`config.mk`:
```
export PLATFORM = sky130hd
export DESIGN_NAME = can_bit_timing_rx_flags
export DESIGN_NICKNAME = d
export VERILOG_FILES = /design/src/can_timing_pkg.sv /design/src/can_bit_timer.sv /design/src/can_bit_timing_rx_flags.sv
export SDC_FILE = /design/constraint.sdc
export NUM_CORES = 1
export LEC_CHECK = 0
export BUFFER_PORTS_ARGS = -buffer_cell sky130_fd_sc_hd__buf_2
export CAP_MARGIN = 10
export CORE_UTILIZATION = 59
export CTS_CLUSTER_SIZE = 12
export DETAILED_ROUTE_END_ITERATION = 10
export PLACE_DENSITY = 0.8
export SETUP_SLACK_MARGIN = 0.05
export SYNTH_ARGS = -nofsm -noshare
export SYNTH_HDL_FRONTEND = slang
export SYNTH_SLANG_ARGS = --single-unit
```
`constraint.sdc`:
```
create_clock -name clk -period 3.9 [get_ports clk]
set_input_delay 0.39 -clock clk [delete_from_list [all_inputs] [get_ports clk]]
set_output_delay 0.39 -clock clk [all_outputs]
set_load 0.1 [all_outputs]
```
`src/can_timing_pkg.sv`:
```
// constants shared by the bit timing and receiver flag logic
package can_timing_pkg;

  // ==========================================================
  // register map, index on the plain register port
  localparam int ADDR_W = 3;
  localparam logic [2:0] OFS_FIRST_CTRL = 3'h0;
  localparam logic [2:0] OFS_SECOND_CTRL = 3'h1;
  localparam logic [2:0] OFS_JUMP_PRESCALE = 3'h2;
  localparam logic [2:0] OFS_SEG_SAMPLING = 3'h3;
  localparam logic [2:0] OFS_RX_FLAGS = 3'h4;
  localparam logic [2:0] OFS_RX_ENABLES = 3'h5;

  // ==========================================================
  // field positions
  localparam int SOFT_RESET_BIT = 0;
  localparam int SYNCED_BIT = 4;
  localparam int JUMP_LSB = 6;
  localparam int PRESCALE_LSB = 0;
  localparam int TRIPLE_BIT = 7;
  localparam int SEG2_LSB = 4;
  localparam int SEG1_LSB = 0;
  localparam int WAKEUP_BIT = 7;
  localparam int RX_WARN_BIT = 6;
  localparam int TX_WARN_BIT = 5;
  localparam int RX_PASSIVE_BIT = 4;
  localparam int TX_PASSIVE_BIT = 3;
  localparam int BUS_OFF_BIT = 2;
  localparam int OVERRUN_BIT = 1;
  localparam int RX_FULL_BIT = 0;

  // ==========================================================
  // values after reset
  localparam logic [7:0] FIRST_CTRL_RESET = 8'h01;
  localparam logic [7:0] SECOND_CTRL_RESET = 8'h00;
  localparam logic [7:0] JUMP_PRESCALE_RESET = 8'h00;
  localparam logic [7:0] SEG_SAMPLING_RESET = 8'h00;
  localparam logic [7:0] RX_FLAGS_RESET = 8'h00;
  localparam logic [7:0] RX_ENABLES_RESET = 8'h00;

  // ==========================================================
  // error counter thresholds and bus-off recovery counts
  localparam logic [8:0] WARN_LEVEL = 9'h060;
  localparam logic [8:0] RX_PASSIVE_LEVEL = 9'h07f;
  localparam logic [8:0] TX_PASSIVE_LEVEL = 9'h080;
  localparam logic [8:0] COUNT_MAX = 9'h0ff;
  localparam logic [3:0] IDLE_RECESSIVE_BITS = 4'hb;
  localparam logic [7:0] RECOVERY_SEQUENCES = 8'h80;

  // ==========================================================
  // bit timing state
  typedef enum logic [1:0] {SYNC_SEG, PHASE1, PHASE2} bit_phase_e;

endpackage : can_timing_pkg

```
`src/can_bit_timer.sv`:
```
// quantum prescaler, bit segment sequencer and bus sampler
`timescale 1ns/1ns
`default_nettype none

module can_bit_timer
  import can_timing_pkg::*;
#(
  parameter int PRESCALE_W = 6
)(
  input wire logic clk,
  input wire logic rst,
  input wire logic run,
  input wire logic rx_level,
  input wire logic [1:0] resync_jump_width,
  input wire logic [PRESCALE_W-1:0] quantum_prescaler,
  input wire logic triple_sample_select,
  input wire logic [3:0] first_time_segment,
  input wire logic [2:0] second_time_segment,
  output logic sample_valid,
  output logic sampled_bit
);

  // ==========================================================
  // elaboration check
  if (PRESCALE_W < 1 || PRESCALE_W > 16)
  begin : bad_width
    $error("prescaler width out of range");
  end

  logic [PRESCALE_W-1:0] div_cnt;
  bit_phase_e phase;
  logic [4:0] pos;
  logic [2:0] stretch;
  logic resynced;
  logic edge_seen;
  logic rx_prev;
  logic [1:0] hist;

  // ==========================================================
  // decoded lengths, in quanta
  wire logic tq_tick = (div_cnt == quantum_prescaler);
  wire logic [2:0] jump_len = {1'b0, resync_jump_width} + 3'h1;
  wire logic [4:0] seg1_len = {1'b0, first_time_segment} + 5'h01;
  wire logic [4:0] seg2_len = {2'b00, second_time_segment} + 5'h01;
  wire logic [4:0] pos_next = pos + 5'h01;
  wire logic [4:0] seg1_end = seg1_len + {2'b00, stretch};
  wire logic [4:0] seg2_left = seg2_len - pos_next;
  wire logic fall = rx_prev & ~rx_level;
  wire logic [4:0] late_stretch =
    (pos_next < {2'b00, jump_len}) ? pos_next : {2'b00, jump_len};
  wire logic majority = (hist[1] & hist[0]) | (hist[1] & rx_level)
    | (hist[0] & rx_level);
  wire logic bus_value = triple_sample_select ? majority : rx_level;

  // ==========================================================
  // quantum divider: divisor is the prescaler field plus one
  always_ff @(posedge clk)
  begin
    if (rst || !run || tq_tick)
      div_cnt <= '0;
    else
      div_cnt <= div_cnt + 1'b1;
  end

  // ==========================================================
  // edge catcher, held until the next quantum boundary
  always_ff @(posedge clk)
  begin
    if (rst || !run)
    begin
      rx_prev <= 1'b1;
      edge_seen <= 1'b0;
    end
    else
    begin
      rx_prev <= rx_level;
      edge_seen <= tq_tick ? fall : (edge_seen | fall);
    end
  end

  // ==========================================================
  // bit = sync quantum + segment one + segment two, with resync
  always_ff @(posedge clk)
  begin
    if (rst || !run)
    begin
      phase <= SYNC_SEG;
      pos <= 5'h00;
      stretch <= 3'h0;
      resynced <= 1'b0;
      hist <= 2'b11;
      sample_valid <= 1'b0;
      sampled_bit <= 1'b1;
    end
    else
    begin
      sample_valid <= 1'b0;
      if (tq_tick)
      begin
        hist <= {hist[0], rx_level};
        case (phase)
          SYNC_SEG:
          begin
            phase <= PHASE1;
            pos <= 5'h00;
            stretch <= 3'h0;
            resynced <= 1'b0;
          end
          PHASE1:
          begin
            // late edge lengthens segment one by at most the jump width
            if (edge_seen && !resynced)
            begin
              stretch <= late_stretch[2:0];
              resynced <= 1'b1;
              pos <= pos_next;
            end
            else if (pos_next >= seg1_end)
            begin
              phase <= PHASE2;
              pos <= 5'h00;
              sample_valid <= 1'b1;
              sampled_bit <= bus_value;
            end
            else
              pos <= pos_next;
          end
          PHASE2:
          begin
            // early edge shortens segment two by at most the jump width
            if (edge_seen && !resynced
              && seg2_left <= {2'b00, jump_len})
            begin
              phase <= PHASE1;
              pos <= 5'h00;
              stretch <= 3'h0;
              resynced <= 1'b1;
            end
            else if (pos_next >= seg2_len)
            begin
              phase <= SYNC_SEG;
              pos <= 5'h00;
            end
            else
              pos <= pos_next;
          end
          default:
          begin
            phase <= SYNC_SEG;
            pos <= 5'h00;
          end
        endcase
      end
    end
  end

endmodule : can_bit_timer

`default_nettype wire

```
`src/can_bit_timing_rx_flags.sv`:
```
// bit timing configuration and receiver event flags of a CAN controller
//
// How it works
// - jump width code 0..3 allows 1..4 quanta of resynchronisation
// - quantum clock is module clock divided by prescaler field plus one
// - jump/prescale register is written only while soft reset is set
// - segment/sampling register is written only while soft reset is set
// - second control register is written only while soft reset is set
// - triple mode takes majority of three samples, else one sample
// - segment one lasts field plus one quanta; 1 to 3 are invalid
// - segment two lasts field plus one quanta; one quantum is invalid
// - writing one clears a flag once its cause is gone; zero is ignored
// - hard or soft reset clears the flags; held clear during soft reset
// - bus activity while asleep sets wakeup, interrupt if enabled
// - receive count at 96 sets receive warning unless passive or off
// - transmit count at 96 sets transmit warning unless passive or off
// - receive count 127..255 sets receive passive unless bus-off
// - transmit count 128..255 sets transmit passive unless bus-off
// - transmit count over 255 sets bus-off; clear waits 128 x 11 idle
// - receive overrun sets the overrun flag until cleared
// - good message sets receive full; no buffer exchange while set
// - soft reset aborts traffic and loses sync, counters untouched
`timescale 1ns/1ns
`default_nettype none

module can_bit_timing_rx_flags
  import can_timing_pkg::*;
#(
  parameter int PRESCALE_W = 6
)(
  input wire logic clk,
  input wire logic rst,
  input wire logic [ADDR_W-1:0] reg_addr,
  input wire logic [7:0] reg_wdata,
  input wire logic reg_write,
  input wire logic reg_read,
  output logic [7:0] reg_rdata,
  input wire logic can_rx,
  input wire logic sleep_mode,
  input wire logic [7:0] receive_error_count,
  input wire logic [8:0] transmit_error_count,
  input wire logic rx_overrun,
  input wire logic rx_message_ok,
  output logic buffer_exchange,
  output logic wakeup_irq,
  output logic error_irq,
  output logic receive_irq,
  output logic soft_reset_active,
  output logic bus_synchronized,
  output logic bus_off_state
);

  // ==========================================================
  // elaboration check: the prescale field is six bits wide
  if (PRESCALE_W != 6)
  begin : bad_prescale
    $error("prescaler field must be six bits");
  end

  // software visible registers
  logic [7:0] first_module_control;
  logic [7:0] second_module_control;
  logic [7:0] bus_timing_jump_prescale;
  logic [7:0] bus_timing_segments_sampling;
  logic [7:0] receiver_event_flags;
  logic [7:0] receiver_interrupt_enables;

  // synchroniser stages, settled level
  logic rx_s1;
  logic rx_s2;
  logic rx_s3;
  logic rx_level;
  logic rx_level_prev;

  // recessive run length, runs completed
  logic [3:0] idle_run;
  logic [7:0] idle_seqs;

  // bit samples from the timer
  logic sample_valid;
  logic sampled_bit;

  // flag value for the next edge
  logic [7:0] next_flags;

  // ==========================================================
  // address decode and write qualification
  wire logic soft_reset_control = first_module_control[SOFT_RESET_BIT];
  wire logic hit_first = (reg_addr == OFS_FIRST_CTRL);
  wire logic hit_second = (reg_addr == OFS_SECOND_CTRL);
  wire logic hit_jump = (reg_addr == OFS_JUMP_PRESCALE);
  wire logic hit_seg = (reg_addr == OFS_SEG_SAMPLING);
  wire logic hit_flags = (reg_addr == OFS_RX_FLAGS);
  wire logic hit_enables = (reg_addr == OFS_RX_ENABLES);

  // soft reset bit stays writable
  wire logic wr_first = reg_write & hit_first;
  wire logic wr_second = reg_write & hit_second & soft_reset_control;
  wire logic wr_jump = reg_write & hit_jump & soft_reset_control;
  wire logic wr_seg = reg_write & hit_seg & soft_reset_control;
  wire logic wr_flags = reg_write & hit_flags;
  wire logic wr_enables = reg_write & hit_enables;

  // ==========================================================
  // timing fields
  wire logic [1:0] resync_jump_width =
    bus_timing_jump_prescale[JUMP_LSB +: 2];
  wire logic [PRESCALE_W-1:0] quantum_prescaler =
    bus_timing_jump_prescale[PRESCALE_LSB +: PRESCALE_W];

  // sampling and segment fields
  wire logic triple_sample_select =
    bus_timing_segments_sampling[TRIPLE_BIT];
  wire logic [2:0] second_time_segment =
    bus_timing_segments_sampling[SEG2_LSB +: 3];
  wire logic [3:0] first_time_segment =
    bus_timing_segments_sampling[SEG1_LSB +: 4];

  // ==========================================================
  // current flag values by name
  wire logic wakeup_flag = receiver_event_flags[WAKEUP_BIT];
  wire logic rx_warning_flag = receiver_event_flags[RX_WARN_BIT];
  wire logic tx_warning_flag = receiver_event_flags[TX_WARN_BIT];
  wire logic rx_error_passive_flag = receiver_event_flags[RX_PASSIVE_BIT];
  wire logic tx_error_passive_flag = receiver_event_flags[TX_PASSIVE_BIT];
  wire logic bus_off_flag = receiver_event_flags[BUS_OFF_BIT];
  wire logic overrun_flag = receiver_event_flags[OVERRUN_BIT];
  wire logic receive_full_flag = receiver_event_flags[RX_FULL_BIT];

  // ==========================================================
  // setting conditions of each flag
  wire logic [8:0] rec_wide = {1'b0, receive_error_count};
  wire logic quiet = ~rx_error_passive_flag & ~tx_error_passive_flag
    & ~bus_off_flag;
  wire logic rx_warn_cond = (rec_wide >= WARN_LEVEL) & quiet;
  wire logic tx_warn_cond = (transmit_error_count >= WARN_LEVEL)
    & quiet;

  // upper bounds matter once bus-off
  wire logic rx_passive_cond = (rec_wide >= RX_PASSIVE_LEVEL)
    & (rec_wide <= COUNT_MAX) & ~bus_off_flag;
  wire logic tx_passive_cond = (transmit_error_count >= TX_PASSIVE_LEVEL)
    & (transmit_error_count <= COUNT_MAX) & ~bus_off_flag;
  wire logic bus_off_cond = (transmit_error_count > COUNT_MAX);

  // wakeup on any falling edge of the glitch-filtered level
  wire logic bus_activity = rx_level_prev & ~rx_level;
  wire logic wakeup_cond = sleep_mode & bus_activity;
  // a message landing on a full buffer is lost: count it as overrun
  wire logic exchange_ok = rx_message_ok & ~receive_full_flag;
  wire logic overrun_cond = rx_overrun
    | (rx_message_ok & receive_full_flag);

  // events as one vector, and the still-holding causes that block clears
  wire logic [7:0] set_vec = {wakeup_cond, rx_warn_cond, tx_warn_cond,
    rx_passive_cond, tx_passive_cond, bus_off_cond, overrun_cond,
    exchange_ok};
  wire logic [7:0] hold_vec = {wakeup_cond, rx_warn_cond, tx_warn_cond,
    rx_passive_cond, tx_passive_cond, bus_off_state | bus_off_cond,
    overrun_cond, exchange_ok};
  wire logic [7:0] clear_vec = (wr_flags ? reg_wdata : 8'h00)
    & ~hold_vec;

  // ==========================================================
  // idle recessive tracking on sampled bits
  wire logic idle_bit = sample_valid & sampled_bit;
  wire logic run_done = idle_bit & (idle_run == IDLE_RECESSIVE_BITS - 4'h1);
  wire logic [7:0] idle_seqs_next = idle_seqs + 8'h01;

  // last run of the last sequence
  wire logic recovered = run_done & bus_off_state
    & (idle_seqs_next == RECOVERY_SEQUENCES);

  // ==========================================================
  // read selection; unmapped addresses read as zero
  wire logic [7:0] first_view = {first_module_control[7:SYNCED_BIT+1],
    bus_synchronized, first_module_control[SYNCED_BIT-1:0]};

  // index order
  wire logic [7:0] read_mux =
    hit_first ? first_view :
    hit_second ? second_module_control :
    hit_jump ? bus_timing_jump_prescale :
    hit_seg ? bus_timing_segments_sampling :
    hit_flags ? receiver_event_flags :
    hit_enables ? receiver_interrupt_enables : 8'h00;

  // ==========================================================
  // pin synchroniser: the level moves once stages two and three agree
  // stage one may be metastable: only stage two reads it
  always_ff @(posedge clk)
  begin
    if (rst)
    begin
      rx_s1 <= 1'b1;
      rx_s2 <= 1'b1;
      rx_s3 <= 1'b1;
      rx_level <= 1'b1;
      rx_level_prev <= 1'b1;
    end
    else
    begin
      rx_s1 <= can_rx;
      rx_s2 <= rx_s1;
      rx_s3 <= rx_s2;
      rx_level_prev <= rx_level;
      // agreement filters one-cycle glitches
      if (rx_s2 == rx_s3)
        rx_level <= rx_s3;
    end
  end

  // ==========================================================
  // control registers; soft reset bit always writable
  // the synced bit is status, never stored
  always_ff @(posedge clk)
  begin
    if (rst)
    begin
      first_module_control <= FIRST_CTRL_RESET;
      second_module_control <= SECOND_CTRL_RESET;
      bus_timing_jump_prescale <= JUMP_PRESCALE_RESET;
      bus_timing_segments_sampling <= SEG_SAMPLING_RESET;
    end
    else
    begin
      if (wr_first)
        first_module_control <= {reg_wdata[7:SYNCED_BIT+1], 1'b0,
          reg_wdata[SYNCED_BIT-1:0]};
      if (wr_second)
        second_module_control <= reg_wdata;
      if (wr_jump)
        bus_timing_jump_prescale <= reg_wdata;
      if (wr_seg)
        bus_timing_segments_sampling <= reg_wdata;
    end
  end

  // ==========================================================
  // flag update: a set in the same cycle beats a clear
  // a held cause blocks its clear
  always_comb
  begin
    next_flags = (receiver_event_flags & ~clear_vec) | set_vec;
  end

  // flags and enables sit at reset value while soft reset is held
  always_ff @(posedge clk)
  begin
    if (rst || soft_reset_control)
    begin
      receiver_event_flags <= RX_FLAGS_RESET;
      receiver_interrupt_enables <= RX_ENABLES_RESET;
    end
    else
    begin
      receiver_event_flags <= next_flags;
      if (wr_enables)
        receiver_interrupt_enables <= reg_wdata;
    end
  end

  // ==========================================================
  // bus-off state and idle sequence counting
  // counters run only out of soft reset, so sync restarts on release
  always_ff @(posedge clk)
  begin
    if (rst)
      bus_off_state <= 1'b0;
    else if (bus_off_cond)
      bus_off_state <= 1'b1;
    else if (recovered)
      bus_off_state <= 1'b0;
  end

  // bus-off outlives soft reset; runs restart
  always_ff @(posedge clk)
  begin
    if (rst || soft_reset_control)
    begin
      idle_run <= 4'h0;
      idle_seqs <= 8'h00;
      bus_synchronized <= 1'b0;
    end
    else if (sample_valid)
    begin
      // a dominant sample breaks the run
      idle_run <= (!sampled_bit || run_done) ? 4'h0 : idle_run + 4'h1;
      if (run_done && !bus_off_state)
        bus_synchronized <= 1'b1;
      if (run_done && bus_off_state)
        idle_seqs <= recovered ? 8'h00 : idle_seqs_next;
      else if (!bus_off_state)
        idle_seqs <= 8'h00;
    end
  end

  // ==========================================================
  // registered outputs and interrupt requests
  // irqs lag their flag by one cycle
  always_ff @(posedge clk)
  begin
    if (rst)
    begin
      reg_rdata <= 8'h00;
      buffer_exchange <= 1'b0;
      wakeup_irq <= 1'b0;
      error_irq <= 1'b0;
      receive_irq <= 1'b0;
      soft_reset_active <= 1'b1;
    end
    else
    begin
      reg_rdata <= reg_read ? read_mux : 8'h00;
      buffer_exchange <= exchange_ok & ~soft_reset_control;
      // masks: bit 7 wakeup, bits 6..1 errors
      wakeup_irq <= |(receiver_event_flags & receiver_interrupt_enables
        & 8'h80);
      error_irq <= |(receiver_event_flags & receiver_interrupt_enables
        & 8'h7e);
      receive_irq <= receive_full_flag
        & receiver_interrupt_enables[RX_FULL_BIT];
      soft_reset_active <= soft_reset_control;
    end
  end

  // ==========================================================
  // bit timing engine, halted and unsynchronised in soft reset
  // a new bit starts on release
  can_bit_timer #(
    .PRESCALE_W(PRESCALE_W)
  ) timer (
    .clk(clk),
    .rst(rst),
    .run(~soft_reset_control),
    .rx_level(rx_level),
    .resync_jump_width(resync_jump_width),
    .quantum_prescaler(quantum_prescaler),
    .triple_sample_select(triple_sample_select),
    .first_time_segment(first_time_segment),
    .second_time_segment(second_time_segment),
    .sample_valid(sample_valid),
    .sampled_bit(sampled_bit)
  );

endmodule : can_bit_timing_rx_flags

`default_nettype wire

```
==> results.py <==
metrics = {
    "synth": {
        "syn_nets": 659,
        "netlist_area_mm2": 0.005116,
        "ys_seq_area_share_pct": 39.91,
        "synthCells": 594,
        "yosysWarningCount": 0,
        "ys_ff_latch": 102,
        "synth_area_per_cell_um2": 8.613,
        "ys_types": 55,
        "synthFlopType": "dfxtp_1",
        "synth_edf_count": 0,
        "async_flop_share_pct": 0,
    },
    "setup_path": {
        "critPathMaxFanout": 5,
        "cp-start-kind": "flop",
        "cp.arrival_ns": 3.60,
        "endpoint_kind": "flop",
        "ff2ff_path_depth": 12,
        "timing.critical_path.from": "timer.pos[0]",
        "r2r_slack_ns": 0.59,
        "endpoint": "timer.pos[2]",
        "required_ns": 4.19,
        "reg2reg_from": "timer.pos[0]",
        "worstReg2RegEnd": "timer.pos[2]",
        "worstSetupPathType": "flop to flop",
    },
    "grt": {
        "grt_overflow_total": 0,
        "track_usage_pct": 26.30,
        "grt_max_degree": 43,
        "grt_pass1_vias": 3970,
        "antenna_found_initial": 0,
        "grt_pass1_wl_um": 18440,
    },
    "route": {
        "viasPerCell": 5.877,
        "postRouteAntennaNets": 0,
        "vias": 4331,
        "wirelength_um": 11600,
        "drt-initial-drc-count": 284,
        "drt_first_pass_iters": 5,
        "drc": 0,
        "wl_per_cell_um": 15.74,
    },
    "cts": {
        "cts_buffers": 9,
        "cts_root_buf": "clkbuf_8",
        "cts_buffer_depth": 2,
        "htreeDepth": 3,
        "cts-resized-gates": 0,
        "postCtsSetupRepairBufs": 0,
        "clk_latency_ns": 0.37,
        "clk_pin_slew_ns": 0.10,
        "hold_buffers": 0,
        "tritoncts": "built",
        "cts_num_sinks": 102,
    },
    "timing": {
        "setup_tns_ns": 0,
        "tightest_slew_ns": 0.8972,
        "hold_viol_final": 0,
        "relSlewSlack_pct": 39.96,
        "slew_violations": 0,
        "setup_ws_ns": 0.5918,
        "fin_crit_sh_pct": 84.82,
        "max_freq_mhz": 302.3,
        "rsz0062_at_grt": "false",
        "setup_viol": 0,
        "hold_ws_ns": 0.2148,
        "period_minus_slack_ns": 3.308,
        "fin_skew_ns": 0.007782,
    },
    "hold_path": {
        "hold_class": "input pin to flop",
        "hp-start": "can_rx",
    },
    "power": {
        "power_density_mw_per_mm2": 352.7,
        "vdd_ir_drop_max_v": 0.0002017,
        "p_leak_nw": 2.317,
    },
    "floorplanning": {
        "io_pins": 51,
        "design.core.area_mm2": 0.008299,
        "start_util_pct": 61.65,
        "dieArea_mm2": 0.009048,
        "die_h_um": 95.12,
        "rows": 33,
        "fp.dieW_um": 95.12,
    },
    "placed_design": {
        "dp_hpwl_um": 8486,
        "dp_slack_ns": 0.6675,
        "port_buffers": 45,
        "gp_congestion": 0.8948,
    },
    "cells_and_area": {
        "antenna_cells": 0,
        "layout_common_cells": "dfxtp_1, nor2_1, nand2_1",
        "area_growth_pct": 9.905,
        "nets": 692,
        "drive_above_1_share_pct": 11.39,
        "final_common_cell": "dfxtp_1",
    },
    "run": {
        "cap_viol_max_count": 0,
    },
    "status": {
        "outcome": "finished clean",
    },
}
==> cells in the mapped netlist, drive strengths merged, types with 3 or more instances <==
cell type    n  area (um^2)
a32oi        3        26.28
xnor2       13        113.9
clkbuf      26        97.59
mux2i       53        530.5
nor3b        3        22.52
nor3         7        35.03
nor4         4        25.02
a211oi      19        142.6
o21ai       11        55.05
o211ai       3        22.52
inv         25        93.84
nand4        9        56.30
nand2       58        217.7
a31oi        6        37.54
a22oi        3        22.52
nand2b      10        62.56
a21oi       45        229.0
ha          27        337.8
nor2b        5        31.28
nor2        84        315.3
or2          4        25.02
dfxtp      102         2042
and3         8        50.05
nand3       17        85.08
xor2        13        121.4
==> where the power goes <==
group	switching [mW]	internal (mW)	total [mW]
registers	0.0119	1.05	1.07
logic	0.132	0.0686	0.200
clock network	0.365	0.352	0.717
total	0.508	1.48	1.98
==> worst min-delay path by stage <==
stage / endpoint / depth (start not counted)
6_report: rx_s1 / 2
3_5_place_dp: rx_s2 / 1
3_3_place_gp: rx_s2 / 1
4_1_cts: rx_s1 / 2
5_1_grt: rx_s1 / 2
2_1_floorplan: rx_s2 / 1
==> per-stage QoR <==
stage                     power (mW)  cell area [um^2]  util [%]  std cells
final                          1.983              5623     67.75        737
after global routing           2.052              5623     67.75        737
after CTS                      1.988              5623     67.75        737
after detailed placement       1.287              5405     65.13        721
after global placement         1.280              5405     65.13        721
after floorplan                1.229              5116         -        594
==> cell type report <==
cell class / instances / area (um^2)
Multi-Input combinational cell: 438 / 2872
Timing Repair Buffer: 50 / 262.8
Tap cell: 105 / 131.4
Clock buffer: 12 / 165.2
Fill cell: 680 / 2676
Clock inverter: 4 / 52.55
Inverter: 26 / 97.59
Sequential cell: 102 / 2042
==> registers in the layout (all words and copies together) (netlist names), 2 cells and up <==
name / flops
idle_seqs: 8
bus_timing_segments_sampling: 8
receiver_event_flags: 8
idle_run: 4
bus_timing_jump_prescale: 8
timer.stretch: 3
second_module_control: 8
receiver_interrupt_enables: 8
timer.hist: 2
first_module_control: 7
reg_rdata: 8
timer.phase: 2
timer.pos: 5
timer.div_cnt: 6
==> layer usage <==
layer,vias up,global-route usage (%),wire (um)
met5,-,0,0
met4,0,8.207,133
met3,16,5.821,651
met2,123,42.14,5377
met1,2047,35.18,5436
li1,2145,-,-
==> logic make-up (layout without fill, tap and decap cells) <==
logic type	count (synthesis)	after routing	share of synthesized area, %
AO/OA/AOI/OAI	111	111	14.01
multiplexers	54	54	10.59
AND/OR/NAND/NOR	217	217	19.34
adder cells (fa/ha/maj)	30	30	7.581
flip-flops	102	102	39.91
XOR/XNOR	26	26	4.598
buffers and inverters	54	92	3.962
==> worst max-delay path, cell delays in order, from the launching register on <==
cell,delay [ns]
dfxtp_1,0.41
ha_1,0.32
xor2_2,0.30
inv_1,0.11
ha_1,0.32
xnor2_1,0.14
ha_1,0.30
o21ai_0,0.08
a32oi_1,0.21
nor2_1,0.10
a311o_1,0.40
o31a_1,0.36
o221ai_1,0.18
Power figures use the tool's default switching activity.
